**src/hdl/ppc_pkg.sv**
```systemverilog
// Shared constants, register map and carrier types of the power pulse channel
package ppc_pkg;

  // ****************************************************************
  // Widths
  // ****************************************************************
  localparam int CNT_W = 14;
  localparam int FINE_W = 4;
  localparam int EV_W = CNT_W + FINE_W;
  localparam int DUTY_W = 24;
  localparam int ERR_W = 9;
  localparam int ADJ_W = 16;
  localparam int DAC_W = 14;
  localparam int DAC_OUT_W = 10;
  localparam int RAW_W = 6;
  localparam int DIV_W = 8;
  localparam int ADDR_W = 8;
  localparam int CTRL_W = 21;

  // ****************************************************************
  // Register byte offsets
  // ****************************************************************
  localparam logic [ADDR_W-1:0] ADDR_CTRL = 8'h00;
  localparam logic [ADDR_W-1:0] ADDR_PERIOD = 8'h04;
  localparam logic [ADDR_W-1:0] ADDR_EVENT1 = 8'h08;
  localparam logic [ADDR_W-1:0] ADDR_EVENT2 = 8'h0c;
  localparam logic [ADDR_W-1:0] ADDR_EVENT3 = 8'h10;
  localparam logic [ADDR_W-1:0] ADDR_EVENT4 = 8'h14;
  localparam logic [ADDR_W-1:0] ADDR_PHASE = 8'h18;
  localparam logic [ADDR_W-1:0] ADDR_SAMPLE = 8'h1c;
  localparam logic [ADDR_W-1:0] ADDR_SYNC_THR = 8'h20;
  localparam logic [ADDR_W-1:0] ADDR_DEAD = 8'h24;
  localparam logic [ADDR_W-1:0] ADDR_ADJ_A = 8'h28;
  localparam logic [ADDR_W-1:0] ADDR_ADJ_B = 8'h2c;
  localparam logic [ADDR_W-1:0] ADDR_DAC = 8'h30;
  localparam logic [ADDR_W-1:0] ADDR_STATUS = 8'h34;
  localparam logic [ADDR_W-1:0] ADDR_ERROR = 8'h38;

  // ****************************************************************
  // Control field positions and reset values
  // ****************************************************************
  localparam int CB_EN = 0;
  localparam int CB_POL_A = 1;
  localparam int CB_POL_B = 2;
  localparam int CB_CLOSED = 3;
  localparam int CB_OS = 4;
  localparam int CB_SYNC_EN = 6;
  localparam int CB_DIV = 8;
  localparam int CB_FE_INV = 16;
  localparam int CB_FE_ABS = 17;
  localparam int CB_FE_AUTO = 18;
  localparam int CB_FE_GAIN = 19;
  localparam logic [CTRL_W-1:0] CTRL_RST = 21'h000000;
  localparam logic [CNT_W-1:0] PERIOD_RST = 14'h00ff;
  localparam logic [1:0] GAIN_MAX = 2'h3;

  // ****************************************************************
  // Carrier types
  // ****************************************************************
  typedef struct packed {
    logic psel;
    logic penable;
    logic pwrite;
    logic [ADDR_W-1:0] paddr;
    logic [31:0] pwdata;
  } ppc_apb_req_t;

  typedef struct packed {
    logic [31:0] prdata;
    logic pready;
    logic pslverr;
  } ppc_apb_rsp_t;

  typedef struct packed {
    logic done;
    logic [ERR_W-1:0] code;
  } ppc_conv_t;

  typedef struct packed {
    logic invert;
    logic absolute;
    logic auto_gain;
    logic [1:0] gain;
    logic [DAC_W-1:0] dac;
  } ppc_fe_cfg_t;

  typedef enum logic [3:0] {
    R_CTRL, R_PERIOD, R_EVENT1, R_EVENT2, R_EVENT3, R_EVENT4, R_PHASE, R_SAMPLE,
    R_SYNC_THR, R_DEAD, R_ADJ_A, R_ADJ_B, R_DAC, R_STATUS, R_ERROR, R_NONE
  } ppc_reg_t;

  typedef enum logic {FE_IDLE, FE_CONV} ppc_fe_state_t;

endpackage : ppc_pkg

```
**src/hdl/ppc_front_end.sv**
```systemverilog
// Error converter control: sample request, gain scaling, dithered set point
`timescale 1ns/1ps
module ppc_front_end (
  input wire logic pclk,
  input wire logic presetn,
  input wire logic sample_req,
  input wire ppc_pkg::ppc_conv_t conv,
  input wire ppc_pkg::ppc_fe_cfg_t cfg,
  output logic conv_start,
  output logic [ppc_pkg::ERR_W-1:0] err_out,
  output logic strobe,
  output logic [1:0] gain_cur,
  output logic [ppc_pkg::DAC_OUT_W-1:0] dac_code
);
  import ppc_pkg::*;

  typedef struct packed {
    ppc_fe_state_t st;
    logic conv_start;
    logic strobe;
    logic [ERR_W-1:0] err;
    logic [1:0] gain;
    logic [FINE_W-1:0] dither;
    logic [DAC_OUT_W-1:0] dac_code;
  } ppc_fe_st_t;

  ppc_fe_st_t s_reg, s_next;

  assign conv_start = s_reg.conv_start;
  assign strobe = s_reg.strobe;
  assign err_out = s_reg.err;
  assign gain_cur = s_reg.gain;
  assign dac_code = s_reg.dac_code;

  // Next state: one conversion per request, result scaled then handed on
  always_comb begin
    logic signed [ERR_W-1:0] code;
    logic signed [RAW_W-1:0] raw;
    logic signed [ERR_W+2:0] val;
    logic clipped;
    logic [1:0] g;
    code = $signed(conv.code);
    clipped = (code > 9'sd31) || (code < -9'sd32);
    raw = clipped ? (code[ERR_W-1] ? -6'sd32 : 6'sd31) : code[RAW_W-1:0];
    g = cfg.auto_gain ? s_reg.gain : cfg.gain;
    val = 12'(raw) <<< g;
    s_next = s_reg;
    s_next.conv_start = 1'b0;
    s_next.strobe = 1'b0;
    // Ten bit set point with dither
    s_next.dac_code = (cfg.dac[DAC_W-1:FINE_W] == '1) ? cfg.dac[DAC_W-1:FINE_W] :
      cfg.dac[DAC_W-1:FINE_W] + DAC_OUT_W'(s_reg.dither < cfg.dac[FINE_W-1:0]);
    case (s_reg.st)
      FE_IDLE: begin
        if (sample_req) begin
          s_next.conv_start = 1'b1;
          s_next.dither = s_reg.dither + 4'h1;
          s_next.st = FE_CONV;
        end
      end
      FE_CONV: begin
        if (conv.done) begin
          if (cfg.invert) val = -val;
          if (cfg.absolute) val = val + 12'($unsigned(s_reg.dac_code));
          if (val > 12'sd255) val = 12'sd255;
          else if (val < -12'sd256) val = -12'sd256;
          s_next.err = val[ERR_W-1:0];
          s_next.strobe = 1'b1;
          s_next.st = FE_IDLE;
          // Automatic gain keeps finest fitting step
          if (cfg.auto_gain && clipped && s_reg.gain != GAIN_MAX) begin
            s_next.gain = s_reg.gain + 2'h1;
          end else if (cfg.auto_gain && !clipped && code < 9'sd16 && code > -9'sd16 &&
                       s_reg.gain != 2'h0) begin
            s_next.gain = s_reg.gain - 2'h1;
          end else if (!cfg.auto_gain) begin
            // Manual step of 1, 2, 4 or 8
            s_next.gain = cfg.gain;
          end
        end
      end
      default: s_next.st = FE_IDLE;
    endcase
  end

  // State register
  always_ff @(posedge pclk or negedge presetn) begin
    if (!presetn) begin
      s_reg <= '0;
    end else begin
      s_reg <= s_next;
    end
  end
endmodule : ppc_front_end

```
**src/hdl/ppc_channel.sv**
```systemverilog
// Power pulse channel: time base, edge events, sync, sampling and APB registers
`timescale 1ns/1ps
// Functional notes
// - Two outputs A and B, one period
// - Q23 filter duty sets on time
// - Edges placed in quarter nanosecond steps
// - Sync input resets ramp timer
// - Sync output when timer crosses threshold
// - Own fourteen bit configurable time base
// - Period write shadowed until period end
// - Events one to four place edges
// - Phase offset for interleaved operation
// - Programmable sample request point
// - Capture code then strobe the filter
// - Nine bit signed error, mV scaled
// - Step size one, two, four, eight
// - Front end auto gain selection
// - Ten bit DAC plus dither
// - Error inversion and absolute mode
// - Dead time between A and B
// - Signed cycle adjust, 32768 fine steps
// - Per output polarity selection
// - Events for interrupt and converter start
// - Interrupt every N frames, fault, mode
// - Events 2-4 have fine low nibble
// - Trigger count match starts conversion
// - Oversampling one, two, four, eight
module ppc_channel (
  input wire logic pclk,
  input wire logic presetn,
  input wire ppc_pkg::ppc_apb_req_t apb_req,
  output ppc_pkg::ppc_apb_rsp_t apb_rsp,
  input wire logic sync_in,
  input wire logic fault_in,
  input wire logic [ppc_pkg::DUTY_W-1:0] duty,
  input wire logic duty_valid,
  input wire ppc_pkg::ppc_conv_t conv,
  output logic conv_start,
  output logic [ppc_pkg::ERR_W-1:0] filter_err,
  output logic filter_strobe,
  output logic [ppc_pkg::DAC_OUT_W-1:0] dac_code,
  output logic out_a,
  output logic out_b,
  output logic [ppc_pkg::FINE_W-1:0] a_fine,
  output logic [ppc_pkg::FINE_W-1:0] b_fine,
  output logic sync_out,
  output logic irq_out,
  output logic general_converter_trig
);
  import ppc_pkg::*;

  // ****************************************************************
  // State
  // ****************************************************************
  typedef struct packed {
    logic [CTRL_W-1:0] ctrl;
    logic [CNT_W-1:0] period;
    logic [CNT_W-1:0] period_sh;
    logic [CNT_W-1:0] ev1;
    logic [EV_W-1:0] ev2;
    logic [EV_W-1:0] ev3;
    logic [EV_W-1:0] ev4;
    logic [CNT_W-1:0] phase;
    logic [CNT_W-1:0] strig;
    logic [CNT_W-1:0] sthr;
    logic [CNT_W-1:0] dead;
    logic [ADJ_W-1:0] adj_a;
    logic [ADJ_W-1:0] adj_b;
    logic [DAC_W-1:0] dac;
    logic [DUTY_W-1:0] duty_q;
    logic [CNT_W-1:0] cnt;
    logic [CNT_W-1:0] os_cnt;
    logic [3:0] os_left;
    logic [DIV_W-1:0] frame_cnt;
    logic [CNT_W-1:0] dead_cnt;
    logic a_raw;
    logic b_raw;
    logic a_q;
    logic b_q;
    logic [FINE_W-1:0] a_fine;
    logic [FINE_W-1:0] b_fine;
    logic out_a;
    logic out_b;
    logic sync_out;
    logic irq;
    logic adc_trig;
    logic sample_req;
    logic fault_d;
    logic closed_d;
    ppc_apb_rsp_t rsp;
  } ppc_ch_st_t;

  ppc_ch_st_t s_reg, s_next;
  logic [ERR_W-1:0] fe_err;
  logic [1:0] fe_gain;
  logic [3:0] hit;
  logic [EV_W-1:0] ev_at [4];
  logic [EV_W-1:0] a_fall;
  logic [EV_W-1:0] b_fall;
  logic [EV_W-1:0] e2_eff;
  logic [EV_W-1:0] on_time;
  logic [40:0] prod;
  logic [EV_W:0] e2_sum;
  logic en;
  ppc_fe_cfg_t fe_cfg;

  // ****************************************************************
  // Helpers
  // ****************************************************************

  // Address decode, shared by the read and the write path
  function automatic ppc_reg_t ppc_decode(input logic [ADDR_W-1:0] a);
    if (a == ADDR_CTRL) return R_CTRL;
    else if (a == ADDR_PERIOD) return R_PERIOD;
    else if (a == ADDR_EVENT1) return R_EVENT1;
    else if (a == ADDR_EVENT2) return R_EVENT2;
    else if (a == ADDR_EVENT3) return R_EVENT3;
    else if (a == ADDR_EVENT4) return R_EVENT4;
    else if (a == ADDR_PHASE) return R_PHASE;
    else if (a == ADDR_SAMPLE) return R_SAMPLE;
    else if (a == ADDR_SYNC_THR) return R_SYNC_THR;
    else if (a == ADDR_DEAD) return R_DEAD;
    else if (a == ADDR_ADJ_A) return R_ADJ_A;
    else if (a == ADDR_ADJ_B) return R_ADJ_B;
    else if (a == ADDR_DAC) return R_DAC;
    else if (a == ADDR_STATUS) return R_STATUS;
    else if (a == ADDR_ERROR) return R_ERROR;
    else return R_NONE;
  endfunction : ppc_decode

  // Add a signed fine-step adjust to an event, clamped to the event range
  function automatic logic [EV_W-1:0] ppc_adj_event(input logic [EV_W-1:0] ev,
                                                   input logic [ADJ_W-1:0] adj);
    logic signed [EV_W+1:0] sum;
    sum = $signed({2'b00, ev}) + $signed({{(EV_W+2-ADJ_W){adj[ADJ_W-1]}}, adj});
    if (sum < 0) return '0;
    else if (sum[EV_W]) return '1;
    else return sum[EV_W-1:0];
  endfunction : ppc_adj_event

  assign en = s_reg.ctrl[CB_EN];

  // Q23 duty times period in fine steps; negative duty gives no pulse
  assign prod = 41'(s_reg.duty_q[DUTY_W-2:0]) * 41'({s_reg.period, {FINE_W{1'b0}}});
  assign on_time = s_reg.duty_q[DUTY_W-1] ? '0 : prod[40:23];
  assign e2_sum = {1'b0, s_reg.ev1, {FINE_W{1'b0}}} + {1'b0, on_time};
  assign e2_eff = !s_reg.ctrl[CB_CLOSED] ? s_reg.ev2 : (e2_sum[EV_W] ? '1 : e2_sum[EV_W-1:0]);

  // Cycle adjust on both falling events
  assign a_fall = ppc_adj_event(e2_eff, s_reg.adj_a);
  assign b_fall = ppc_adj_event(s_reg.ev4, s_reg.adj_b);

  // Events 2-4 keep the fine nibble; event 1 is whole counts
  assign ev_at[0] = {s_reg.ev1, {FINE_W{1'b0}}};
  assign ev_at[1] = a_fall;
  assign ev_at[2] = s_reg.ev3;
  assign ev_at[3] = b_fall;

  // One comparator per event against the whole-count part
  for (genvar i = 0; i < 4; i++) begin : g_hit
    assign hit[i] = en && (s_reg.cnt == ev_at[i][EV_W-1:FINE_W]);
  end

  assign fe_cfg = '{invert: s_reg.ctrl[CB_FE_INV], absolute: s_reg.ctrl[CB_FE_ABS],
                    auto_gain: s_reg.ctrl[CB_FE_AUTO],
                    gain: s_reg.ctrl[CB_FE_GAIN +: 2], dac: s_reg.dac};

  // Front end 0, with auto gain available
  ppc_front_end u_fe (
    .pclk(pclk),
    .presetn(presetn),
    .sample_req(s_reg.sample_req),
    .conv(conv),
    .cfg(fe_cfg),
    .conv_start(conv_start),
    .err_out(fe_err),
    .strobe(filter_strobe),
    .gain_cur(fe_gain),
    .dac_code(dac_code)
  );

  assign filter_err = fe_err;
  assign apb_rsp = s_reg.rsp;
  assign out_a = s_reg.out_a;
  assign out_b = s_reg.out_b;
  assign a_fine = s_reg.a_fine;
  assign b_fine = s_reg.b_fine;
  assign sync_out = s_reg.sync_out;
  assign irq_out = s_reg.irq;
  assign general_converter_trig = s_reg.adc_trig;

  // ****************************************************************
  // Next state
  // ****************************************************************
  always_comb begin
    logic per_end;
    logic dead_ok;
    logic [CNT_W-1:0] sub;
    ppc_reg_t r;
    per_end = s_reg.cnt >= s_reg.period;
    dead_ok = s_reg.dead_cnt >= s_reg.dead;
    sub = s_reg.period >> s_reg.ctrl[CB_OS +: 2];
    if (sub == '0) sub = 14'h0001;
    r = ppc_decode(apb_req.paddr);
    s_next = s_reg;
    s_next.sync_out = 1'b0;
    s_next.irq = 1'b0;
    s_next.adc_trig = 1'b0;
    s_next.sample_req = 1'b0;
    s_next.fault_d = fault_in;
    s_next.closed_d = s_reg.ctrl[CB_CLOSED];
    if (duty_valid) s_next.duty_q = duty;

    // Time base counts 0..period, then wraps
    if (!en) begin
      s_next.cnt = '0;
      s_next.period = s_reg.period_sh;
      s_next.frame_cnt = '0;
    end else if (per_end) begin
      s_next.cnt = '0;
      // Shadow period takes effect at period end
      s_next.period = s_reg.period_sh;
      if (s_reg.frame_cnt >= s_reg.ctrl[CB_DIV +: DIV_W]) begin // Lowered divide must not stall
        s_next.frame_cnt = '0;
        s_next.irq = 1'b1;
        // Same event starts the general converter
        s_next.adc_trig = 1'b1;
      end else begin
        s_next.frame_cnt = s_reg.frame_cnt + 8'h01;
      end
    end else begin
      s_next.cnt = s_reg.cnt + 14'h0001;
    end
    // Sync input restarts the ramp; at the phase offset
    if (en && s_reg.ctrl[CB_SYNC_EN] && sync_in) s_next.cnt = s_reg.phase;
    // Fault rising edge and loop mode change also interrupt
    if ((fault_in && !s_reg.fault_d) || (s_reg.ctrl[CB_CLOSED] != s_reg.closed_d)) begin
      s_next.irq = 1'b1;
    end

    if (en && s_reg.cnt == s_reg.sthr) s_next.sync_out = 1'b1;

    // Sample request at trigger count; starts conversion
    if (en && s_reg.cnt == s_reg.strig) begin
      s_next.sample_req = 1'b1;
      s_next.os_left = (4'h1 << s_reg.ctrl[CB_OS +: 2]) - 4'h1;
      s_next.os_cnt = sub;
    end else if (en && s_reg.os_left != 4'h0) begin
      if (s_reg.os_cnt <= 14'h0001) begin
        s_next.sample_req = 1'b1;
        s_next.os_left = s_reg.os_left - 4'h1;
        s_next.os_cnt = sub;
      end else begin
        s_next.os_cnt = s_reg.os_cnt - 14'h0001;
      end
    end else if (!en) begin
      s_next.os_left = 4'h0;
    end

    // Raw edges from the four events
    if (!en) s_next.a_raw = 1'b0;
    else if (hit[1]) s_next.a_raw = 1'b0;
    else if (hit[0]) s_next.a_raw = 1'b1;
    if (!en) s_next.b_raw = 1'b0;
    else if (hit[3]) s_next.b_raw = 1'b0;
    else if (hit[2]) s_next.b_raw = 1'b1;
    // Fine position of the latest edge, in 16ths of a pulse clock
    if (hit[1]) s_next.a_fine = a_fall[FINE_W-1:0];
    else if (hit[0]) s_next.a_fine = '0;
    if (hit[3]) s_next.b_fine = b_fall[FINE_W-1:0];
    else if (hit[2]) s_next.b_fine = s_reg.ev3[FINE_W-1:0];

    // An output may rise only after the dead time with both low
    s_next.a_q = s_next.a_raw && !s_reg.b_q && (s_reg.a_q || dead_ok);
    s_next.b_q = s_next.b_raw && !s_reg.a_q && (s_reg.b_q || dead_ok);
    if (s_reg.a_q || s_reg.b_q) s_next.dead_cnt = '0;
    else if (!dead_ok) s_next.dead_cnt = s_reg.dead_cnt + 14'h0001;
    // Polarity applied at the pin; two outputs
    s_next.out_a = s_next.a_q ^ s_reg.ctrl[CB_POL_A];
    s_next.out_b = s_next.b_q ^ s_reg.ctrl[CB_POL_B];

    // APB: data set up in the setup cycle, answered in the first access cycle
    s_next.rsp.pready = apb_req.psel && !apb_req.penable;
    s_next.rsp.pslverr = apb_req.psel && !apb_req.penable && r == R_NONE;
    s_next.rsp.prdata = '0;
    if (apb_req.psel && !apb_req.penable && !apb_req.pwrite) begin
      case (r)
        R_CTRL: s_next.rsp.prdata = 32'(s_reg.ctrl);
        R_PERIOD: s_next.rsp.prdata = 32'(s_reg.period_sh);
        R_EVENT1: s_next.rsp.prdata = 32'(s_reg.ev1);
        R_EVENT2: s_next.rsp.prdata = 32'(s_reg.ev2);
        R_EVENT3: s_next.rsp.prdata = 32'(s_reg.ev3);
        R_EVENT4: s_next.rsp.prdata = 32'(s_reg.ev4);
        R_PHASE: s_next.rsp.prdata = 32'(s_reg.phase);
        R_SAMPLE: s_next.rsp.prdata = 32'(s_reg.strig);
        R_SYNC_THR: s_next.rsp.prdata = 32'(s_reg.sthr);
        R_DEAD: s_next.rsp.prdata = 32'(s_reg.dead);
        R_ADJ_A: s_next.rsp.prdata = 32'(s_reg.adj_a);
        R_ADJ_B: s_next.rsp.prdata = 32'(s_reg.adj_b);
        R_DAC: s_next.rsp.prdata = 32'(s_reg.dac);
        R_STATUS: s_next.rsp.prdata = {12'h000, fe_gain, s_reg.b_q, s_reg.a_q,
                                       2'b00, s_reg.cnt};
        R_ERROR: s_next.rsp.prdata = 32'(fe_err);
        default: s_next.rsp.prdata = '0;
      endcase
    end
    if (apb_req.psel && apb_req.penable && s_reg.rsp.pready && apb_req.pwrite) begin
      case (r)
        R_CTRL: s_next.ctrl = apb_req.pwdata[CTRL_W-1:0];
        R_PERIOD: s_next.period_sh = apb_req.pwdata[CNT_W-1:0];
        R_EVENT1: s_next.ev1 = apb_req.pwdata[CNT_W-1:0];
        R_EVENT2: s_next.ev2 = apb_req.pwdata[EV_W-1:0];
        R_EVENT3: s_next.ev3 = apb_req.pwdata[EV_W-1:0];
        R_EVENT4: s_next.ev4 = apb_req.pwdata[EV_W-1:0];
        R_PHASE: s_next.phase = apb_req.pwdata[CNT_W-1:0];
        R_SAMPLE: s_next.strig = apb_req.pwdata[CNT_W-1:0];
        R_SYNC_THR: s_next.sthr = apb_req.pwdata[CNT_W-1:0];
        R_DEAD: s_next.dead = apb_req.pwdata[CNT_W-1:0];
        R_ADJ_A: s_next.adj_a = apb_req.pwdata[ADJ_W-1:0];
        R_ADJ_B: s_next.adj_b = apb_req.pwdata[ADJ_W-1:0];
        R_DAC: s_next.dac = apb_req.pwdata[DAC_W-1:0];
        default: s_next.dac = s_next.dac;
      endcase
    end
  end

  // State register
  always_ff @(posedge pclk or negedge presetn) begin
    if (!presetn) begin
      s_reg <= '0;
      s_reg.ctrl <= CTRL_RST;
      s_reg.period <= PERIOD_RST;
      s_reg.period_sh <= PERIOD_RST;
    end else begin
      s_reg <= s_next;
    end
  end
endmodule : ppc_channel

```
**config.mk**
```make
export PLATFORM = sky130hd
export DESIGN_NAME = ppc_channel
export DESIGN_NICKNAME = d
export VERILOG_FILES = /design/src/hdl/ppc_pkg.sv /design/src/hdl/ppc_front_end.sv /design/src/hdl/ppc_channel.sv
export SDC_FILE = /design/constraint.sdc
export NUM_CORES = 2
export LEC_CHECK = 0
export BUFFER_PORTS_ARGS = -buffer_cell sky130_fd_sc_hd__buf_2
export CAP_MARGIN = 20
export CORE_MARGIN = 2
export CORE_UTILIZATION = 35
export DETAILED_ROUTE_END_ITERATION = 6
export GPL_TIMING_DRIVEN = 1
export PLACE_DENSITY = 0.62
export SKIP_LAST_GASP = 1
export SLEW_MARGIN = 20
export SYNTH_ARGS = -nofsm -noshare
export SYNTH_HDL_FRONTEND = slang
export SYNTH_SLANG_ARGS = --single-unit
```
**constraint.sdc**
```tcl
create_clock -name pclk -period 14.43 [get_ports pclk]
set_clock_uncertainty 0.05 [all_clocks]
set_input_delay 2.1645 -clock pclk [delete_from_list [all_inputs] [get_ports pclk]]
set_output_delay 2.1645 -clock pclk [all_outputs]
set_load 0.01 [all_outputs]
```
======== Word level (Yosys, flattened, before mapping) ========
Cells that the tools add are included.
operators by class
  eq/ne operators ......................... 42
  multiplexer cells ....................... 79
  $mul .................................... 1
  reductions and logical operators ........ 61
  magnitude comparators ................... 13
  bitwise operators ....................... 3
  add/sub/neg operators ................... 15
  shift-type cells ........................ 3
operators by type and width
  operator                                                               count
  21-bit case mux with 15 select lines                                   1
  18-bit 2-to-1 mux                                                      8
  14-bit 2-to-1 mux                                                      10
  12-bit 2-to-1 mux                                                      8
  14-bit == test                                                         6
  4-bit 2-to-1 mux                                                       15
  8-bit by 6-bit == test with 1-bit output, second input constant        7
  19-bit by 16-bit adder with 20-bit output                              2
  20-bit by 1-bit < comparator with 1-bit output, second input constant  2
  23-bit by 14-bit multiplier with 37-bit output                         1
  4-bit == test, second input constant                                   8
  8-bit by 5-bit == test with 1-bit output, second input constant        4
  2-bit AND reduction                                                    16
  14-bit by 1-bit adder with 14-bit output, second input constant        2
  14-bit greater-or-equal comparator                                     2
  1-bit logical AND                                                      26
  8-bit 2-to-1 mux                                                       3
  21-bit 2-to-1 mux                                                      1
  18-bit by 18-bit adder with 19-bit output                              1
  9-bit by 6-bit < comparator with 1-bit output, second input constant   2
  2-bit 2-to-1 mux                                                       9
  9-bit 2-to-1 mux                                                       2
  4-bit by 3-bit == test with 1-bit output, second input constant        4
  8-bit by 4-bit == test with 1-bit output, second input constant        2
  other kinds (42)                                                       75
storage, ports and cells
  bits of input ports ..................... 82
  register bits after elaboration ......... 379

======== Logic depth before layout (Yosys ltp) ========
  depth in word-level cells ............... 19
  mapped depth ............................ 57

======== Modules after synthesis ========
A second synthesis with hierarchy kept.
second synthesis, totals
  cell total of the unflattened synthesis .. 3,523
  area, all modules ....................... 33,550.9 µm²
by module, submodules not included
  module         times used  area an instance (µm²)  cells an instance
  ppc_channel    1           30,755.7                3,193
  ppc_front_end  1           2,795.2                 330

======== Worst setup path after synthesis ========
No wires, ideal clock.
  path type ............................... reg2reg
  from .................................... register s_reg[322] in the netlist's numbering
  to ...................................... register s_reg, in the netlist out_a
  period minus slack after synthesis ...... 11.957 ns
  cell stages (with the launch flop) ...... 54
  library setup time ...................... 0.137 ns
  arrival time ............................ 11.769 ns
  path slack .............................. 2.473 ns
  cells stage by stage .................... dfstp_2 > clkbuf_1 > clkbuf_1 > nand2_1 > fa_1 > fa_1 > inv_1 > fa_1 > fa_1 > fa_1 > inv_1 > fa_1 > inv_1 > ha_1 > a21o_1 > a21o_1 > a21oi_1 > and4b_1 > (+18 left out) > a31o_2 > clkbuf_1 > clkinv_1 > a21oi_1 > ha_1 > a2111o_1 > a21o_1 > a21boi_4 > a211oi_2 > or3_1 > buf_2 > a222oi_1 > nand2b_1 > a2111oi_0 > and4_1 > buf_6 > a2111oi_4 > xor2_1
RTL lines
  element                 RTL line            source
  start, declared         ppc_channel.sv:93   ppc_ch_st_t s_reg, s_next;
  start signal, assigned  ppc_channel.sv:335  s_reg <= s_next;

==> flow_metrics.tcl <==
set metrics [dict create \
    p_leak_uw 0.0173 \
    worstHoldStart "u_fe.s_reg[13]$_DFFE_PN0P_" \
    die_w_um 311 \
    grt_max_degree 111 \
    status "finished with violations" \
    sw_frac_of_total_pct 26.6 \
    io_buffer_count 127 \
    cts_buffer_depth 3 \
    routed-via-count 26206 \
    synth_area_per_cell_um2 9.57 \
    postLayoutCoreUtil_pct 38.7 \
    dp_slack_ns 0.904 \
    reg2reg_setup_slack_ns 0.80 \
    fin_ws_ns 0.802 \
    grt_overflow_total 0 \
    drt-total-wl_um 103000 \
    cts_hold_buf 0 \
    path_class "reg2reg" \
    startpoint_type "flop" \
    slowest_stage "dfstp_2" \
    setup-tns-final_ns 0 \
    crit_start "s_reg[321]$_DFFE_PN1P_" \
    peakVddDrop_v 0.0000753 \
    cp.required_ns 14.85 \
    firstDrtPassIters 7 \
    syn-instance-count 3455 \
    max_freq_mhz 73.4 \
    met1Wirelength_um 43800 \
    hold_path.class "reg2reg" \
    cts_buffers 44 \
    dieArea_um2 96900 \
    area_growth_pct 9.33 \
    wl_met3_um 7380 \
    timing.rr.start "s_reg[321]$_DFFE_PN1P_" \
    hold_viol 0 \
    first_iter_violations 2607 \
    synth_area_um2 33100 \
    cp_slowest_stage_delay_ns 0.79 \
    grtUsageTotal_pct 21.1 \
    htreeDepth 2 \
    worst-path-max-fanout 16 \
    failed_checks "DRC" \
    setup_viol 0 \
    cp_common_cell "fa_1" \
    routed-wl-met2_um 47200 \
    drive_gt1_share_pct 16.2 \
    grt_antenna_before_repair 11 \
    cts_sinks 368 \
    clock_latency_ns 0.61 \
    root_buffer "clkbuf_16" \
    routed.top_layer "met5" \
    p_sw_uw 671 \
    ctsResizeCount 0 \
    grt_pass1_vias 25752 \
    synth_async_sr_flop_share_pct 100 \
    rows 112 \
    cap_violations 0 \
    route.detailed.drc 5 \
    fp.dieH_um 311 \
    min_period_over_period_pct 94.4 \
    nets 4010 \
    cts_tree "built" \
    p_int_uw 1850 \
    postCtsSetupBuffers 0 \
    synth-edff-count 0 \
    viasPerCell 5.51 \
    synth_cell_types 103 \
    pwr-share-clk_pct 47.9 \
    core_area_um2 93500 \
    max_slew_margin_pct 23.6 \
    p_comb_share_pct 7.9 \
    start_util_pct 35.4 \
    hpwl_um 77400 \
    avgRoutedWirePerCell_um 21.7 \
    clkSlewWorstSetupHoldPaths_ns 0.06 \
    detail-route-antenna-nets 0 \
    drv_slew 0 \
    synth_ff_type "dfrtp_1" \
    gp_congestion 0.948 \
    period_minus_slack_ns 13.63 \
    seqPwrFrac_pct 44.1 \
    power.density_nw_per_um2 69.8 \
    io_pins 150 \
    critPathArrivalTime_ns 14.05 \
    synth_seq_area_share_pct 27.9 \
    worst_slew_pin_slew_ns 1.15 \
    ys_ff_latch 368 \
    ys_warn_count 0 \
    total_power_uw 2520 \
    rsz0062_at_grt "false" \
    endpoint_kind "flop" \
    largest_register_ffs 251 \
    grt_pass1_wl_um 159000 \
]
-- cell families (layout without fill, tap and decap cells) --
logic type	after synthesis	in the layout	share of synthesized area, %
AND/OR/NAND/NOR	927	927	13.8
adder cells (fa/ha/maj)	465	465	23.3
XOR/XNOR	161	161	4.27
AO/OA/AOI/OAI	649	649	13.8
flip-flops	368	368	27.9
multiplexers	257	257	8.72
other	1	15	0.0113
buffers and inverters	627	660	8.11
-- per-stage QoR --
step | hold WS [ns] | area, um2 | std cells
2_1_floorplan | 0.302 | 33100 | 3465
3_3_place_gp | 0.418 | 34600 | 4671
3_5_place_dp | 0.432 | 34600 | 4671
4_1_cts | 0.444 | 36100 | 4752
5_1_grt | 0.460 | 36100 | 4754
6_report | 0.444 | 36100 | 4756
-- Yosys cell counts, drive strengths merged (53+ instances only) --
cell	number	area, um2
buf	78	543
nor2	152	571
fa	252	5040
and2	162	1010
xnor2	120	1050
nand2	336	1260
mux2	239	2690
a21oi	141	706
dfrtp	352	8810
a21o	53	404
ha	213	2670
o21ai	119	596
inv	389	1460
clkbuf	155	602
-- power groups by stage --
stage | registers, uW | clock network [uW] | logic, uW
finish | 1110 | 1210 | 200
global route | 1120 | 1270 | 223
CTS | 1110 | 1230 | 200
detailed placement | 1130 | 0 | 198
global placement | 1130 | 0 | 197
floorplan | 1090 | 0 | 136
-- final cells by class --
cell class | instances | area (um2)
Tap cell | 1254 | 1570
Timing Repair Buffer | 187 | 1100
Sequential cell | 368 | 9230
Clock inverter | 20 | 310
Clock buffer | 61 | 1260
Multi-Input combinational cell | 2470 | 21200
Inverter | 392 | 1470
Antenna cell | 4 | 10.0
Fill cell | 9356 | 57300
-- path summary, 6_finish.rpt --
kind,end,cells after the start
max reg2reg,out_a$_DFF_PN0_,48
min in group asynchronous,u_fe.gain_cur[0]$_DFFE_PN0P_,1
min reg2reg,u_fe.s_reg[13]$_DFFE_PN0P_,1
max,out_a$_DFF_PN0_,48
max in group asynchronous,s_reg[125]$_DFFE_PN0P_,4
min,u_fe.s_reg[13]$_DFFE_PN0P_,1
-- routing by layer --
metal,up-vias,track usage (%)
met1,13129,28.9
met4,2,8.42
met5,-,0
met2,1065,33.7
met3,246,2.98
li1,11764,-
-- placed cells by master, fill, tap and decap left out, drive strengths merged, types with 25 or more instances in the layout --
cell and count:
inv 391, dfrtp 352, nand2 336, fa 252
mux2 239, ha 213, buf 187, and2 162
nor2 152, a21oi 141, xnor2 120, o21ai 119
clkbuf 61, a21o 53, nand3 45, xor2 41
and3 38, nand4 36, nor3 36, a22oi 30
a221oi 30, a222oi 28, a31oi 28, o31ai 28
a22o 27, nand2b 25
-- worst max-delay path: cells and delay by family (launching register included) --
| kind | cells | cell delay (ns) |
|---|---|---|
| buf+inv | 5 | 0.54 |
| compound gates | 22 | 5.11 |
| xor+xnor | 2 | 0.29 |
| fa+ha+maj | 10 | 4.42 |
| simple gates | 9 | 2.28 |
| flops | 1 | 0.79 |
Note: power is estimated with default switching activity, not from simulation.
